File: src/charge_seq_pkg.sv
// Function
// - Start below trickle: trickle, tenth current.
// - Trickle over half hour: bad battery.
// - Above trickle threshold: full constant current.
// - Float voltage reached starts four-hour timer.
// - Timer expiry terminates with zero current.
// - Terminated: recharge threshold starts new cycle.
// - Qualified recharge dip clears running timer.
// - Recharge dip counts only beyond 1ms.
// - Supply lockout cycling restarts cycle, timer.
// - Host enable off-on restarts cycle, timer.
// - Float with temperature fault freezes timer.
// - Status low while charging, released when done.
// - Bad battery: 35kHz, 12/88% at 4Hz.
`default_nettype none

package charge_seq_pkg;

  // ********************************************************
  // Timing
  // ********************************************************
  localparam int CLK_PERIOD_NS   = 10;
  localparam int MS_TIME_NS      = 1000000;
  localparam int TICK_CYCLES_DEF = MS_TIME_NS / CLK_PERIOD_NS;
  localparam int QUAL_TIME_NS    = 1000000;
  localparam int QUAL_CYCLES_DEF = QUAL_TIME_NS / CLK_PERIOD_NS;
  localparam int MS_PER_MIN      = 60000;
  localparam int BAD_TIME_MIN    = 30;
  localparam int SAFE_TIME_MIN   = 240;
  localparam int BAD_MS_DEF      = BAD_TIME_MIN * MS_PER_MIN;
  localparam int SAFE_MS_DEF     = SAFE_TIME_MIN * MS_PER_MIN;
  localparam int MS_W            = 24;
  localparam int PULSE_FREQ_HZ   = 35000;
  localparam int PULSE_CYCLES    = 1000000000 / (CLK_PERIOD_NS * PULSE_FREQ_HZ);
  localparam int DUTY_LO_PCT     = 12;
  localparam int DUTY_HI_PCT     = 88;
  localparam int PULSE_W         = 12;
  localparam logic [PULSE_W-1:0] LOW_LO_CYC = PULSE_W'(PULSE_CYCLES * DUTY_LO_PCT / 100);
  localparam logic [PULSE_W-1:0] LOW_HI_CYC = PULSE_W'(PULSE_CYCLES * DUTY_HI_PCT / 100);
  localparam logic [PULSE_W-1:0] PULSE_LAST = PULSE_W'(PULSE_CYCLES - 1);
  localparam int BLINK_FREQ_HZ   = 4;
  localparam int BLINK_W         = 8;
  localparam logic [BLINK_W-1:0] BLINK_HALF_LAST = BLINK_W'(1000 / (2 * BLINK_FREQ_HZ) - 1);

  // ********************************************************
  // Types
  // ********************************************************
  typedef enum logic [1:0] {CUR_ZERO, CUR_TENTH, CUR_FULL} cur_t;

  typedef enum logic [2:0] {ST_IDLE, ST_TRICKLE, ST_CC, ST_FLOAT, ST_DONE, ST_BADBAT} state_t;

  typedef struct packed {
    logic below_trickle;
    logic at_float;
    logic below_recharge;
    logic supply_ok;
    logic temp_fault;
  } cmp_t;

endpackage

`default_nettype wire

File: src/charge_sequencer.sv
`timescale 1ns/10ps
`default_nettype none

module charge_sequencer #(
  parameter int TICK_CYCLES = charge_seq_pkg::TICK_CYCLES_DEF,
  parameter int QUAL_CYCLES = charge_seq_pkg::QUAL_CYCLES_DEF,
  parameter int BAD_MS      = charge_seq_pkg::BAD_MS_DEF,
  parameter int SAFE_MS     = charge_seq_pkg::SAFE_MS_DEF
) (
  input  wire logic                  clk_i,
  input  wire logic                  rstn_i,
  input  wire charge_seq_pkg::cmp_t  cmp_i,
  input  wire logic                  charger_en_i,
  output charge_seq_pkg::cur_t       current_cmd_o,
  output charge_seq_pkg::state_t     phase_o,
  output logic                       charge_status_output_o,
  output logic                       charge_status_output_oe_o
);
  import charge_seq_pkg::*;

  localparam int TW = $clog2(TICK_CYCLES);
  localparam int QW = $clog2(QUAL_CYCLES + 2);

  if (TICK_CYCLES < 2 || QUAL_CYCLES < 8 || BAD_MS < 1 || SAFE_MS < 1 ||
      BAD_MS >= (1 << MS_W) || SAFE_MS >= (1 << MS_W)) begin : g_bad_param
    $error("charge_sequencer: timer parameters out of range.");
  end

  function automatic cur_t cmd_of(input state_t s);
    case (s)
      ST_TRICKLE: cmd_of = CUR_TENTH;
      ST_CC,
      ST_FLOAT:   cmd_of = CUR_FULL;
      default:    cmd_of = CUR_ZERO;
    endcase
  endfunction

  function automatic logic charging(input state_t s);
    charging = (s == ST_TRICKLE) || (s == ST_CC) || (s == ST_FLOAT);
  endfunction

  // ********************************************************
  // Reset release and input synchronisers
  // ********************************************************
  logic rst_meta_ff;
  logic rst_sync_ff;
  logic rstn;

  always_ff @(posedge clk_i or negedge rstn_i) begin
    if (!rstn_i) begin
      rst_meta_ff <= 1'b0;
      rst_sync_ff <= 1'b0;
    end else begin
      rst_meta_ff <= 1'b1;
      rst_sync_ff <= rst_meta_ff;
    end
  end

  assign rstn = rst_sync_ff;

  cmp_t cmp_meta_ff;
  cmp_t cmp_ff;

  always_ff @(posedge clk_i or negedge rstn) begin
    if (!rstn) begin
      cmp_meta_ff <= '0;
      cmp_ff      <= '0;
    end else begin
      cmp_meta_ff <= cmp_i;
      cmp_ff      <= cmp_meta_ff;
    end
  end

  // ********************************************************
  // Restart detection
  // ********************************************************
  logic en_d_ff;
  logic supply_d_ff;
  logic restart;
  logic run;
  logic steady;

  always_ff @(posedge clk_i or negedge rstn) begin
    if (!rstn) begin
      en_d_ff     <= 1'b0;
      supply_d_ff <= 1'b0;
    end else begin
      en_d_ff     <= charger_en_i;
      supply_d_ff <= cmp_ff.supply_ok;
    end
  end

  assign restart = (charger_en_i && !en_d_ff) || (cmp_ff.supply_ok && !supply_d_ff);
  assign run     = charger_en_i && cmp_ff.supply_ok;
  assign steady  = run && !restart;

  // ********************************************************
  // Millisecond prescaler
  // ********************************************************
  logic [TW-1:0] tick_cnt_ff;
  logic          ms_tick;

  always_ff @(posedge clk_i or negedge rstn) begin
    if (!rstn) begin
      tick_cnt_ff <= '0;
    end else if (ms_tick) begin
      tick_cnt_ff <= '0;
    end else begin
      tick_cnt_ff <= tick_cnt_ff + TW'(1);
    end
  end

  assign ms_tick = (tick_cnt_ff == TW'(TICK_CYCLES - 1));

  // ********************************************************
  // Recharge qualification
  // ********************************************************
  logic [QW-1:0] qual_cnt_ff;
  logic          qual;

  always_ff @(posedge clk_i or negedge rstn) begin
    if (!rstn) begin
      qual_cnt_ff <= '0;
    end else if (!cmp_ff.below_recharge) begin
      qual_cnt_ff <= '0;
    end else if (qual_cnt_ff != QW'(QUAL_CYCLES + 1)) begin
      qual_cnt_ff <= qual_cnt_ff + QW'(1);
    end
  end

  assign qual = cmp_ff.below_recharge && (qual_cnt_ff == QW'(QUAL_CYCLES));

  // ********************************************************
  // Phase sequencer
  // ********************************************************
  state_t          state_ff;
  state_t          nxt_state;
  state_t          start_phase;
  logic [MS_W-1:0] bad_ms_ff;
  logic [MS_W-1:0] safe_ms_ff;
  logic            bad_expired;
  logic            safe_expired;

  assign start_phase  = cmp_ff.below_trickle ? ST_TRICKLE : ST_CC;
  assign bad_expired  = bad_ms_ff >= MS_W'(BAD_MS);
  assign safe_expired = safe_ms_ff >= MS_W'(SAFE_MS);

  always_comb begin
    nxt_state = state_ff;
    if (!run) begin
      nxt_state = ST_IDLE;
    end else if (restart) begin
      nxt_state = start_phase;
    end else begin
      case (state_ff)
        ST_IDLE: begin
          nxt_state = start_phase;
        end
        ST_TRICKLE: begin
          if (!cmp_ff.below_trickle) begin
            nxt_state = ST_CC;
          end else if (bad_expired) begin
            nxt_state = ST_BADBAT;
          end
        end
        ST_CC: begin
          if (cmp_ff.at_float) begin
            nxt_state = ST_FLOAT;
          end
        end
        ST_FLOAT: begin
          if (safe_expired) begin
            nxt_state = ST_DONE;
          end
        end
        ST_DONE: begin
          if (qual) begin
            nxt_state = start_phase;
          end
        end
        default: begin
          nxt_state = state_ff;
        end
      endcase
    end
  end

  always_ff @(posedge clk_i or negedge rstn) begin
    if (!rstn) begin
      state_ff <= ST_IDLE;
    end else begin
      state_ff <= nxt_state;
    end
  end

  always_ff @(posedge clk_i or negedge rstn) begin
    if (!rstn) begin
      bad_ms_ff <= '0;
    end else if (nxt_state != ST_TRICKLE || restart) begin
      bad_ms_ff <= '0;
    end else if (ms_tick) begin
      bad_ms_ff <= bad_ms_ff + MS_W'(1);
    end
  end

  // safety timer with clear and freeze.
  always_ff @(posedge clk_i or negedge rstn) begin
    if (!rstn) begin
      safe_ms_ff <= '0;
    end else if (nxt_state != ST_FLOAT || restart || qual) begin
      safe_ms_ff <= '0;
    end else if (state_ff == ST_FLOAT && ms_tick && !cmp_ff.temp_fault) begin
      safe_ms_ff <= safe_ms_ff + MS_W'(1);
    end
  end

  // ********************************************************
  // Outputs
  // ********************************************************
  logic blink_low;
  cur_t cur_ff;
  logic oe_ff;

  status_blinker u_status_blinker (
    .clk_i     (clk_i),
    .rstn_i    (rstn),
    .ms_tick_i (ms_tick),
    .enable_i  (state_ff == ST_BADBAT),
    .low_o     (blink_low)
  );

  always_ff @(posedge clk_i or negedge rstn) begin
    if (!rstn) begin
      cur_ff <= CUR_ZERO;
      oe_ff  <= 1'b0;
    end else begin
      cur_ff <= cmd_of(nxt_state);
      oe_ff  <= charging(nxt_state) || (nxt_state == ST_BADBAT && blink_low);
    end
  end

  assign current_cmd_o = cur_ff;
  assign phase_o       = state_ff;
  assign charge_status_output_o        = 1'b0;
  assign charge_status_output_oe_o     = oe_ff;
endmodule

`default_nettype wire

File: src/status_blinker.sv
`timescale 1ns/10ps
`default_nettype none

module status_blinker (
  input  wire logic clk_i,
  input  wire logic rstn_i,
  input  wire logic ms_tick_i,
  input  wire logic enable_i,
  output logic      low_o
);
  import charge_seq_pkg::*;

  logic [PULSE_W-1:0] cyc_ff;
  logic [BLINK_W-1:0] half_ff;
  logic               phase_ff;

  // ********************************************************
  // Carrier period
  // ********************************************************
  always_ff @(posedge clk_i or negedge rstn_i) begin
    if (!rstn_i) begin
      cyc_ff <= '0;
    end else if (!enable_i || cyc_ff == PULSE_LAST) begin
      cyc_ff <= '0;
    end else begin
      cyc_ff <= cyc_ff + PULSE_W'(1);
    end
  end

  // ********************************************************
  // Blink phase
  // ********************************************************
  always_ff @(posedge clk_i or negedge rstn_i) begin
    if (!rstn_i) begin
      half_ff  <= '0;
      phase_ff <= 1'b0;
    end else if (!enable_i) begin
      half_ff  <= '0;
      phase_ff <= 1'b0;
    end else if (ms_tick_i) begin
      if (half_ff == BLINK_HALF_LAST) begin
        half_ff  <= '0;
        phase_ff <= ~phase_ff;
      end else begin
        half_ff <= half_ff + BLINK_W'(1);
      end
    end
  end

  assign low_o = enable_i && (cyc_ff < (phase_ff ? LOW_HI_CYC : LOW_LO_CYC));
endmodule

`default_nettype wire

File: config.mk
export PLATFORM = sky130hd
export DESIGN_NAME = charge_sequencer
export DESIGN_NICKNAME = d
export VERILOG_FILES = /design/src/charge_seq_pkg.sv /design/src/charge_sequencer.sv /design/src/status_blinker.sv
export SDC_FILE = /design/constraint.sdc
export NUM_CORES = 1
export LEC_CHECK = 0
export ABC_CLOCK_PERIOD_IN_PS = 5000
export BUFFER_PORTS_ARGS = -buffer_cell sky130_fd_sc_hd__buf_2
export CORE_UTILIZATION = 60
export DETAILED_ROUTE_END_ITERATION = 16
export PLACE_DENSITY = 0.77
export SLEW_MARGIN = 20
export SYNTH_ARGS = -nofsm -noshare
export SYNTH_HDL_FRONTEND = slang
export SYNTH_SLANG_ARGS = --single-unit
export TNS_END_PERCENT = 20
File: constraint.sdc
create_clock -name clk_i -period 5 [get_ports clk_i]
set_clock_uncertainty 0.15 [all_clocks]
set_input_delay 0.75 -clock clk_i [delete_from_list [all_inputs] [get_ports clk_i]]
set_output_delay 0.75 -clock clk_i [all_outputs]
set_load 0.02 [all_outputs]
# --- Word level (Yosys, flattened, before mapping) ---
# Index checks and enable logic that the tools add are counted.
totals:
  elab_cells: 103
  regBits: 123
  in_bits: 8
op_classes:
  n_reduce_logical: 25
  muxes: 25
  addsub: 6
  bitwise_logic: 1
  order_cmp: 3
  n_eq_ne: 19
op_table:
  columns: ["cell", "count"]
  rows:
  - ["2-to-1 mux 24 bit", 4]
  - ["2-to-1 mux 17 bit", 3]
  - ["adder 24 x 1 -> 24 bit (second input constant)", 2]
  - ["adder 17 x 1 -> 17 bit (second input constant)", 2]
  - ["== test 17 bit (second input constant)", 2]
  - [">= comparator 24 x 21 -> 1 bit (second input constant)", 1]
  - [">= comparator 24 bit (second input constant)", 1]
  - ["2-to-1 mux 12 bit", 2]
  - ["2-to-1 mux 8 bit", 3]
  - ["2-to-1 mux 3 bit", 7]
  - ["!= test 17 bit (second input constant)", 1]
  - ["one-hot mux 3 bit (5 select lines)", 1]
  - ["adder 12 x 1 -> 12 bit (second input constant)", 1]
  - ["== test 12 bit (second input constant)", 1]
  - ["== test 3 x 2 -> 1 bit (second input constant)", 4]
  - ["less-than comparator 12 bit", 1]
  - ["== test 3 bit (second input constant)", 3]
  - ["adder 8 x 1 -> 8 bit (second input constant)", 1]
  - ["== test 8 x 7 -> 1 bit (second input constant)", 1]
  - ["logical AND 1 bit", 8]
  - ["logical OR 1 bit", 8]
  - ["== test 3 x 1 -> 1 bit (second input constant)", 2]
  - ["zero test 1 bit", 4]
  - ["!= test 2 bit (second input constant)", 2]
  - ["other kinds (11)", 14]

# --- Logic depth before layout (Yosys ltp) ---
# Gate-level depths: netlist of the first run.
logic_depth:
  depth_word: 10
  depth_mapped: 9
  depth_no_buf: 7

# --- Cells and area by module ---
# Synthesis of the first run repeated with hierarchy kept, for this count alone.
hier_totals:
  cells_unflattened: 638
  hier_area_um2: 6301.0
by_module_without_submodules:
  columns: ["module", "area_each_um2", "cells_per_inst", "seq_area_each_um2", "instances"]
  rows:
  - ["charge_sequencer", 5096.1, 515, 2552.4, 1]
  - ["status_blinker", 1204.9, 123, 525.5, 1]

# --- Worst setup path after synthesis of the first run ---
# Ideal clock, no wire load.
synth_path:
  kind: "flip-flop to flip-flop"
  startpoint: "reg qual_cnt_ff[3]"
  endpoint: "reg bad_ms_ff[12]"
  setup_time_ps: 120
  arrival_ps: 2340
  slack_ps: 2390
  n_path_buf: 1
  period_less_slack_ps: 2610
  stages_incl_launch_ff: 8
  required_ps: 4730
  cell_sequence: "dfrtp_1 > or4b_4 > or4_4 > o41ai_2 > o2111a_2 > o21bai_4 > buf_12 > nor3_2"
synth_between:
  elab_chain_len: 9
synth_lines:
  columns: ["item", "line", "text"]
  rows:
  - ["from (decl)", "charge_sequencer.sv:118", "logic [QW-1:0] qual_cnt_ff;"]
  - ["from (signal assigned)", "charge_sequencer.sv:127", "qual_cnt_ff <= qual_cnt_ff + QW'(1);"]
  - ["== test 17 bit (*)", "charge_sequencer.sv:131", "assign qual = cmp_ff.below_recharge && (qual_cnt_ff == QW'(QUAL_CYCLES));"]
  - ["logical AND 1 bit (*)", "charge_sequencer.sv:131", null]
  - ["2-to-1 mux 3 bit (*)", "charge_sequencer.sv:177", "if (qual) begin"]
  - ["one-hot mux 3 bit (5 select lines) (*)", "charge_sequencer.sv:155", "case (state_ff)"]
  - ["2-to-1 mux 3 bit (*)", "charge_sequencer.sv:152", "end else if (restart) begin"]
  - ["2-to-1 mux 3 bit (*)", "charge_sequencer.sv:150", "if (!run) begin"]
  - ["net nxt_state[1]", "charge_sequencer.sv:137", "state_t nxt_state;"]
  - ["!= test 3 x 1 -> 1 bit (*)", "charge_sequencer.sv:199", "end else if (nxt_state != ST_TRICKLE || restart) begin"]
  - ["logical OR 1 bit (*)", "charge_sequencer.sv:199", null]
  - ["2-to-1 mux 24 bit / nonzero test 2 bit (equally long branches)", null, null]
  - ["to (signal assigned)", "charge_sequencer.sv:202", "bad_ms_ff <= bad_ms_ff + MS_W'(1);"]
  - ["to (decl)", "charge_sequencer.sv:139", "logic [MS_W-1:0] bad_ms_ff;"]
# Mark *: on every way through the listed nets, which the timed path passes. The rest lies on a longest branch.
# A chain may end at the register's enable or synchronous reset.

# --- Worst setup path in the final report of the first run ---
layout_path:
  startpoint: "reg qual_cnt_ff[3]"
  endpoint: "reg bad_ms_ff[2]"
layout_between:
  elab_chain_len: 9
layout_lines:
  columns: ["item", "line"]
  rows:
  - ["== test 17 bit (*)", "charge_sequencer.sv:131"]
  - ["logical AND 1 bit (*)", "charge_sequencer.sv:131"]
  - ["2-to-1 mux 3 bit (*)", "charge_sequencer.sv:177"]
  - ["one-hot mux 3 bit (5 select lines) (*)", "charge_sequencer.sv:155"]
  - ["2-to-1 mux 3 bit (*)", "charge_sequencer.sv:152"]
  - ["2-to-1 mux 3 bit (*)", "charge_sequencer.sv:150"]
  - ["!= test 3 x 1 -> 1 bit (*)", "charge_sequencer.sv:199"]
  - ["logical OR 1 bit (*)", "charge_sequencer.sv:199"]
  - ["2-to-1 mux 24 bit / nonzero test 2 bit (equally long branches)", null]
# Every way passes the cells marked *; elsewhere a longest branch is shown, timed or not.

==> results.py, run 1 <==
metrics = {
    "status": {
        "run_status": "finished clean",
    },
    "yosys": {
        "yosysTopAreaCell": "dfrtp_1",
        "yosys_register_bits": 123,
        "synth_edf_count": 0,
        "yosysTopAreaCellShare_pct": 47.22,
        "synth_area_um2": 6519,
        "ys.flop_type": "dfrtp_1",
        "seq_area_frac_synth_pct": 47.22,
        "ys_top_cells_by_area": "dfrtp_1 47%, xor2_1 5.9%, xnor2_1 5.4%",
        "syn_avg_cell_area_um2": 10.45,
        "synth_warnings": 0,
        "synthDistinctLibCells": 60,
        "postSynth.asyncResetShare_pct": 100.0,
        "synth_nets": 647,
        "netlist_instances": 624,
    },
    "clocking": {
        "postCtsSetupBuffers": 0,
        "cts_tree": "yes",
        "h-tree-depth": 4,
        "cts.sink_count": 123,
        "cts_root_buffer": "clkbuf_8",
        "clk_path_buf_depth": 2,
        "clock_insertion_delay_worst_skew_ps": 530,
        "cts.clk_slew.worst_paths_ps": 50,
        "cts_inserted_buffers": 17,
    },
    "worst_setup_path": {
        "r2r_cells": 6,
        "crit_arrival_ps": 3270,
        "cp-end-kind": "flop",
        "reg2reg_from": "qual_cnt_ff[3]",
        "cp_max_fo": 24,
        "r2r_slack_ps": 2010,
        "worst_setup_path_start_kind": "flop",
        "required_ps": 5280,
        "reg2reg_to": "bad_ms_ff[2]",
        "worstSetupPathType": "reg -> reg",
    },
    "cells_and_area": {
        "drive_above_1_share_pct": 15.29,
        "post-route-util_pct": 69.44,
        "area_delta_synth_final_pct": 10.96,
        "layout_commonest_cell": "dfrtp_1",
        "fill_cells": 781,
        "fin_nets": 664,
        "fin_cells": 790,
        "diodes": 0,
        "final_cell_mix": "122 x dfrtp_1, 47 x nor2_1, 46 x nand2_1",
    },
    "floorplanning": {
        "row_count": 37,
        "die_area_um2": 11290,
        "die_x_um": 106.2,
        "start_util_pct": 62.58,
        "ioPinCount": 15,
        "die-height_um": 106.2,
        "core_um2": 10420,
    },
    "min_path": {
        "hold_path_class": "in -> reg",
        "holdPathStages": 1,
        "hold_path_startpoint": "cmp_i[2]",
        "hold-path-endpoint": "cmp_meta_ff[2]",
    },
    "placed_design": {
        "port_buffers": 13,
        "gp_congestion": 0.8224,
        "dp_cells": 757,
        "dp_hpwl_um": 8482,
    },
    "power": {
        "p_leak_nw": 2.934,
        "p_per_area_nw_per_um2": 318.2,
        "total_power_mw": 2.301,
        "peakVddDrop_v": 0.0002753,
    },
    "route": {
        "initialDrtViolationCount": 342,
        "drtPass1Iterations": 4,
        "wl_per_cell_um": 16.13,
        "remaining_drc_errors": 0,
        "vias": 4617,
        "vias_per_cell": 5.844,
        "finalWirelength_um": 12740,
        "antenna_left": 0,
    },
    "timing": {
        "final.period_utilization_pct": 59.81,
        "slew_viol_final": 0,
        "min_period_ps": 2990,
        "hold_viol": 0,
        "fmax_mhz": 334.4,
        "slew_headroom_pct": 38.14,
        "worstMarginPinSlew_ps": 927.9,
        "setup_viol": 0,
        "rsz0062_at_grt": "no",
        "holdWs_ps": 175.0,
        "setup-tns-final_ps": 0,
    },
    "global_route": {
        "grt_overflow": 0,
        "grt_usage_pct": 25.32,
        "grt_pass1_wl_um": 21990,
        "grt_max_degree": 77,
        "antenna_found_initial": 0,
        "grt_pass1_vias": 4664,
    },
    "job": {
        "cap_violations": 0,
    },
}
-- metal layers --
metal	track usage, %	part of all wire (%)	up-vias
li1	-	-	2208
met1	32.74	45	2314
met2	40.68	50	69
met3	6.928	3.0	26
met4	9.623	1.9	0
met5	0	0	-
-- stage by stage --
stage	setup slack, ps	instance area [um2]
2_1_floorplan	1170	6519
3_3_place_gp	2123	6629
3_5_place_dp	1991	6629
4_1_cts	2005	7226
5_1_grt	1837	7233
6_report	2010	7233
-- cells in the mapped netlist, types with 2 or more instances --
cell type,count
or2_2,2
nor4b_1,2
nand2_1,46
nor2b_1,3
o21ai_0,13
a311oi_1,3
or4b_1,2
nor3_2,21
nand3_1,40
inv_1,24
o211ai_1,3
a21oi_1,12
nor2_1,47
dfrtp_1,123
o22ai_1,2
nand4_1,29
buf_6,2
nand3b_1,2
clkbuf_1,12
or3_1,8
mux2i_1,4
buf_12,4
ha_1,15
nor4_1,5
and2_1,18
and3_1,21
xnor2_1,40
and4_1,8
nor2_4,20
xor2_1,44
nor3_1,13
o211a_1,2
a31oi_1,4
a21boi_0,2
conb_1,2
o21a_1,2
-- registers in the layout, indices dropped and copies added (netlist names), 3 cells and up --
name / cells
safe_ms_ff: 24
tick_cnt_ff: 17
qual_cnt_ff: 17
cmp_meta_ff: 5
u_status_blinker.half_ff: 8
cmp_ff: 5
bad_ms_ff: 24
phase_o: 3
u_status_blinker.cyc_ff: 12
-- where the power goes --
| group | switching, mW | total (mW) | internal, mW |
|---|---|---|---|
| sequential | 0.0226 | 1.03 | 1.01 |
| combinational | 0.0390 | 0.0564 | 0.0174 |
| clock | 0.419 | 1.22 | 0.796 |
| total | 0.481 | 2.30 | 1.82 |
-- kinds of logic (layout without fill, tap and decap cells) --
kind of cell	after synthesis	count (layout)	share of synthesized area, %
AO/OA/AOI/OAI	56	56	6.296
XOR/XNOR	84	84	11.29
adder cells (fa/ha/maj)	15	15	2.879
buffers and inverters	44	74	3.820
flip-flops	123	123	47.22
multiplexers	4	4	0.6142
other	2	2	0.1152
AND/OR/NAND/NOR	296	296	27.77
-- worst max path at each step --
stage / to / cells after the start / start / slack [ps]
after floorplan: bad_ms_ff[0] / 0 / rst_sync_ff / 1170
after global placement: bad_ms_ff[0] / 6 / qual_cnt_ff[3] / 2120
after detailed placement: bad_ms_ff[2] / 6 / qual_cnt_ff[3] / 1990
after CTS: bad_ms_ff[2] / 6 / qual_cnt_ff[3] / 2000
after global routing: bad_ms_ff[2] / 6 / qual_cnt_ff[12] / 1840
final: bad_ms_ff[2] / 6 / qual_cnt_ff[3] / 2010
-- layout make-up --
class	count	area, um2	share of cell area [%]
timing repair buffer	18	105.1	1.453
clock buffer	25	474.2	6.556
inverter	24	90.09	1.245
clock inverter	7	112.6	1.557
multi-input combinational	457	3199	44.23
sequential	123	3082	42.61
tap	136	170.2	2.353
-- critical path, stage by stage, from the launching register on --
cell	delay, ps
dfrtp_1	420
or4b_4	550
or4_4	580
nor3_2	160
o221a_2	300
nand2_2	400
nor3_1	320
-- what timing repair did --
item                                   in CTS  in global routing
endpoints found under the hold margin       2                  0
hold buffers                                1                  0
gates resized for setup                     0                  0
Note: power is estimated with default switching activity, not from simulation.
==> run 2, diff against run 1 <==
ABC_CLOCK_PERIOD_IN_PS = 2500   (was 5000)
CORE_UTILIZATION = 57   (was 60)
clock period = 2.5 ns   (was 5 ns; I/O delays follow)
==> run 2 against run 1 <==
The run now ends with negative setup slack left. Critical endpoint is now bad_ms_ff[8]. Sequential power up 98%. Worst setup slack worse by 2200 ps. Routed wire length up 2.6%. Clock power rose by 120%. Flip-flop and latch count stayed put. Die area increased by 5.2%. Final cell count grew 4.8%. Global-route usage about the same. Highest routed layer unchanged. Design area is 5.7% higher. Worst hold slack got worse by 34 ps.
==> results.py, run 2 (synthesized netlist as in run 1, its figures left out) <==
metrics = {
    "worst_setup_path": {
        "r2r_cells": 7,
        "max_stage_delay_ps": 560,
        "critPathLaunch": "qual_cnt_ff[12]",
        "required_ps": 2660,
        "cp_max_fo": 15,
        "worst_path_max_delay_cell": "or4_4",
        "crit_chain": "or4b_4 > or4_4 > o41ai_4 > o2111a_2 > o21bai_4 > buf_12 > nor3_2",
        "worst_setup_path_start_kind": "flop",
        "worstSetupPathType": "reg -> reg",
        "crit_arrival_ps": 2850,
        "cp-end-kind": "flop",
        "reg2reg_to": "bad_ms_ff[8]",
        "reg2reg_from": "qual_cnt_ff[12]",
        "r2r_slack_ps": -200,
    },
    "route": {
        "wl_per_cell_um": 15.79,
        "finalWirelength_um": 13070,
        "initialDrtViolationCount": 281,
        "vias": 4706,
        "drtPass1Iterations": 4,
        "vias_per_cell": 5.684,
        "antenna_left": 0,
        "remaining_drc_errors": 0,
    },
    "global_route": {
        "antenna_found_initial": 0,
        "grt_usage_pct": 25.31,
        "grt_pass1_vias": 4861,
        "grt_overflow": 0,
        "grt_pass1_wl_um": 22900,
        "grt_max_degree": 60,
    },
    "timing": {
        "fmax_mhz": 370.6,
        "setup_viol": 51,
        "finalWorstSetupSlack_ps": -198.3,
        "holdWs_ps": 141.4,
        "slew_viol_final": 0,
        "hold_viol": 0,
        "final.period_utilization_pct": 107.9,
        "min_period_ps": 2698,
        "rsz0062_at_grt": "yes",
    },
    "cells_and_area": {
        "fin_area_um2": 7645,
        "area_delta_synth_final_pct": 17.27,
        "post-route-util_pct": 69.61,
        "layout_commonest_cell": "dfrtp_1",
        "fin_nets": 699,
        "diodes": 0,
        "drive_above_1_share_pct": 19.04,
        "final_cell_mix": "122 x dfrtp_1, 46 x nor2_1, 46 x nand2_1",
        "top_regs": "bad_ms_ff: 24 flops, safe_ms_ff: 24 flops",
    },
    "clocking": {
        "clk_path_buf_depth": 2,
        "cts.sink_count": 123,
        "cts_tree": "yes",
        "cts_inserted_buffers": 17,
        "clock_insertion_delay_worst_skew_ps": 430,
        "cts_root_buffer": "clkbuf_16",
        "cts.clk_slew.worst_paths_ps": 50,
        "h-tree-depth": 4,
    },
    "floorplanning": {
        "die_area_um2": 11870,
        "ioPinCount": 15,
        "die-height_um": 108.9,
        "row_count": 38,
        "start_util_pct": 59.35,
        "core_um2": 10980,
        "die_x_um": 108.9,
    },
    "placed_design": {
        "port_buffers": 13,
        "gp_congestion": 0.8460,
        "dp_worst_setup_slack_ps": -172.1,
        "dp_hpwl_um": 8803,
        "placed_cell_area_um2": 6907,
    },
    "power": {
        "peakVddDrop_v": 0.0008416,
        "p_leak_nw": 3.164,
        "p_per_area_nw_per_um2": 637.7,
    },
    "status": {
        "run_status": "finished, violations left",
        "violations": "negative setup slack",
    },
    "job": {
        "cap_violations": 0,
    },
    "min_path": {
        "hold_path_class": "in -> async",
    },
}
## run 2: routing by layer
| metal | vias up | GRT usage [%] | routed length [um] |
|---|---|---|---|
| met5 | - | 0 | 0 |
| met3 | 20 | 6.575 | 399 |
| met2 | 80 | 41.91 | 6604 |
| met4 | 0 | 10.62 | 225 |
| li1 | 2280 | - | - |
| met1 | 2326 | 31.29 | 5842 |
## run 2: critical path: cells and delay by family (launching register included)
family	cells	cell delay, ps
AND/OR/NAND/NOR	3	1160
AO/OA/AOI/OAI	3	680
flip-flops	1	390
buffers and inverters	1	190
## run 2: where the power goes
group	leakage, nW	total, mW	internal, mW	switching [mW]
clock	0.311	2.66	1.81	0.854
combinational	1.18	0.171	0.0651	0.106
sequential	1.67	2.04	2.01	0.0260
total	3.16	4.87	3.89	0.986
## run 2: how the worst max path moves through the flow
| stage | cells past startpoint | endpoint | slack, ps |
|---|---|---|---|
| after floorplan | 7 | bad_ms_ff[12] | -110 |
| after global placement | 7 | current_cmd_o[0] | -110 |
| after detailed placement | 7 | bad_ms_ff[8] | -170 |
| after CTS | 7 | bad_ms_ff[8] | -190 |
| after global routing | 7 | bad_ms_ff[16] | -290 |
| final | 7 | bad_ms_ff[8] | -200 |
## run 2: final cells by class
cell class,instances,area [um2]
clock buffer,23,467.9
clock inverter,8,165.2
fill,831,3338
inverter,24,90.09
multi-input combinational,457,3216
sequential,123,3082
tap,140,175.2
timing repair buffer,53,449.2
## run 2: what timing repair did
action / 4_1_cts / 5_1_grt
setup buffers: 0 / 1
resized for setup: 1 / 4
cloned: 0 / 0
pin swaps: 24 / 4
setup endpoints to repair: 50 / 52
hold buffers: 7 / 0
endpoints found under the hold margin: 8 / 0
## run 2: per-stage QoR
step	cells	setup TNS, ps	power (mW)
finish	828	-7242	4.875
global route	828	-11780	5.037
CTS	827	-7287	4.916
detailed placement	789	-6776	2.235
global placement	789	-4013	2.228
floorplan	624	-3244	2.179
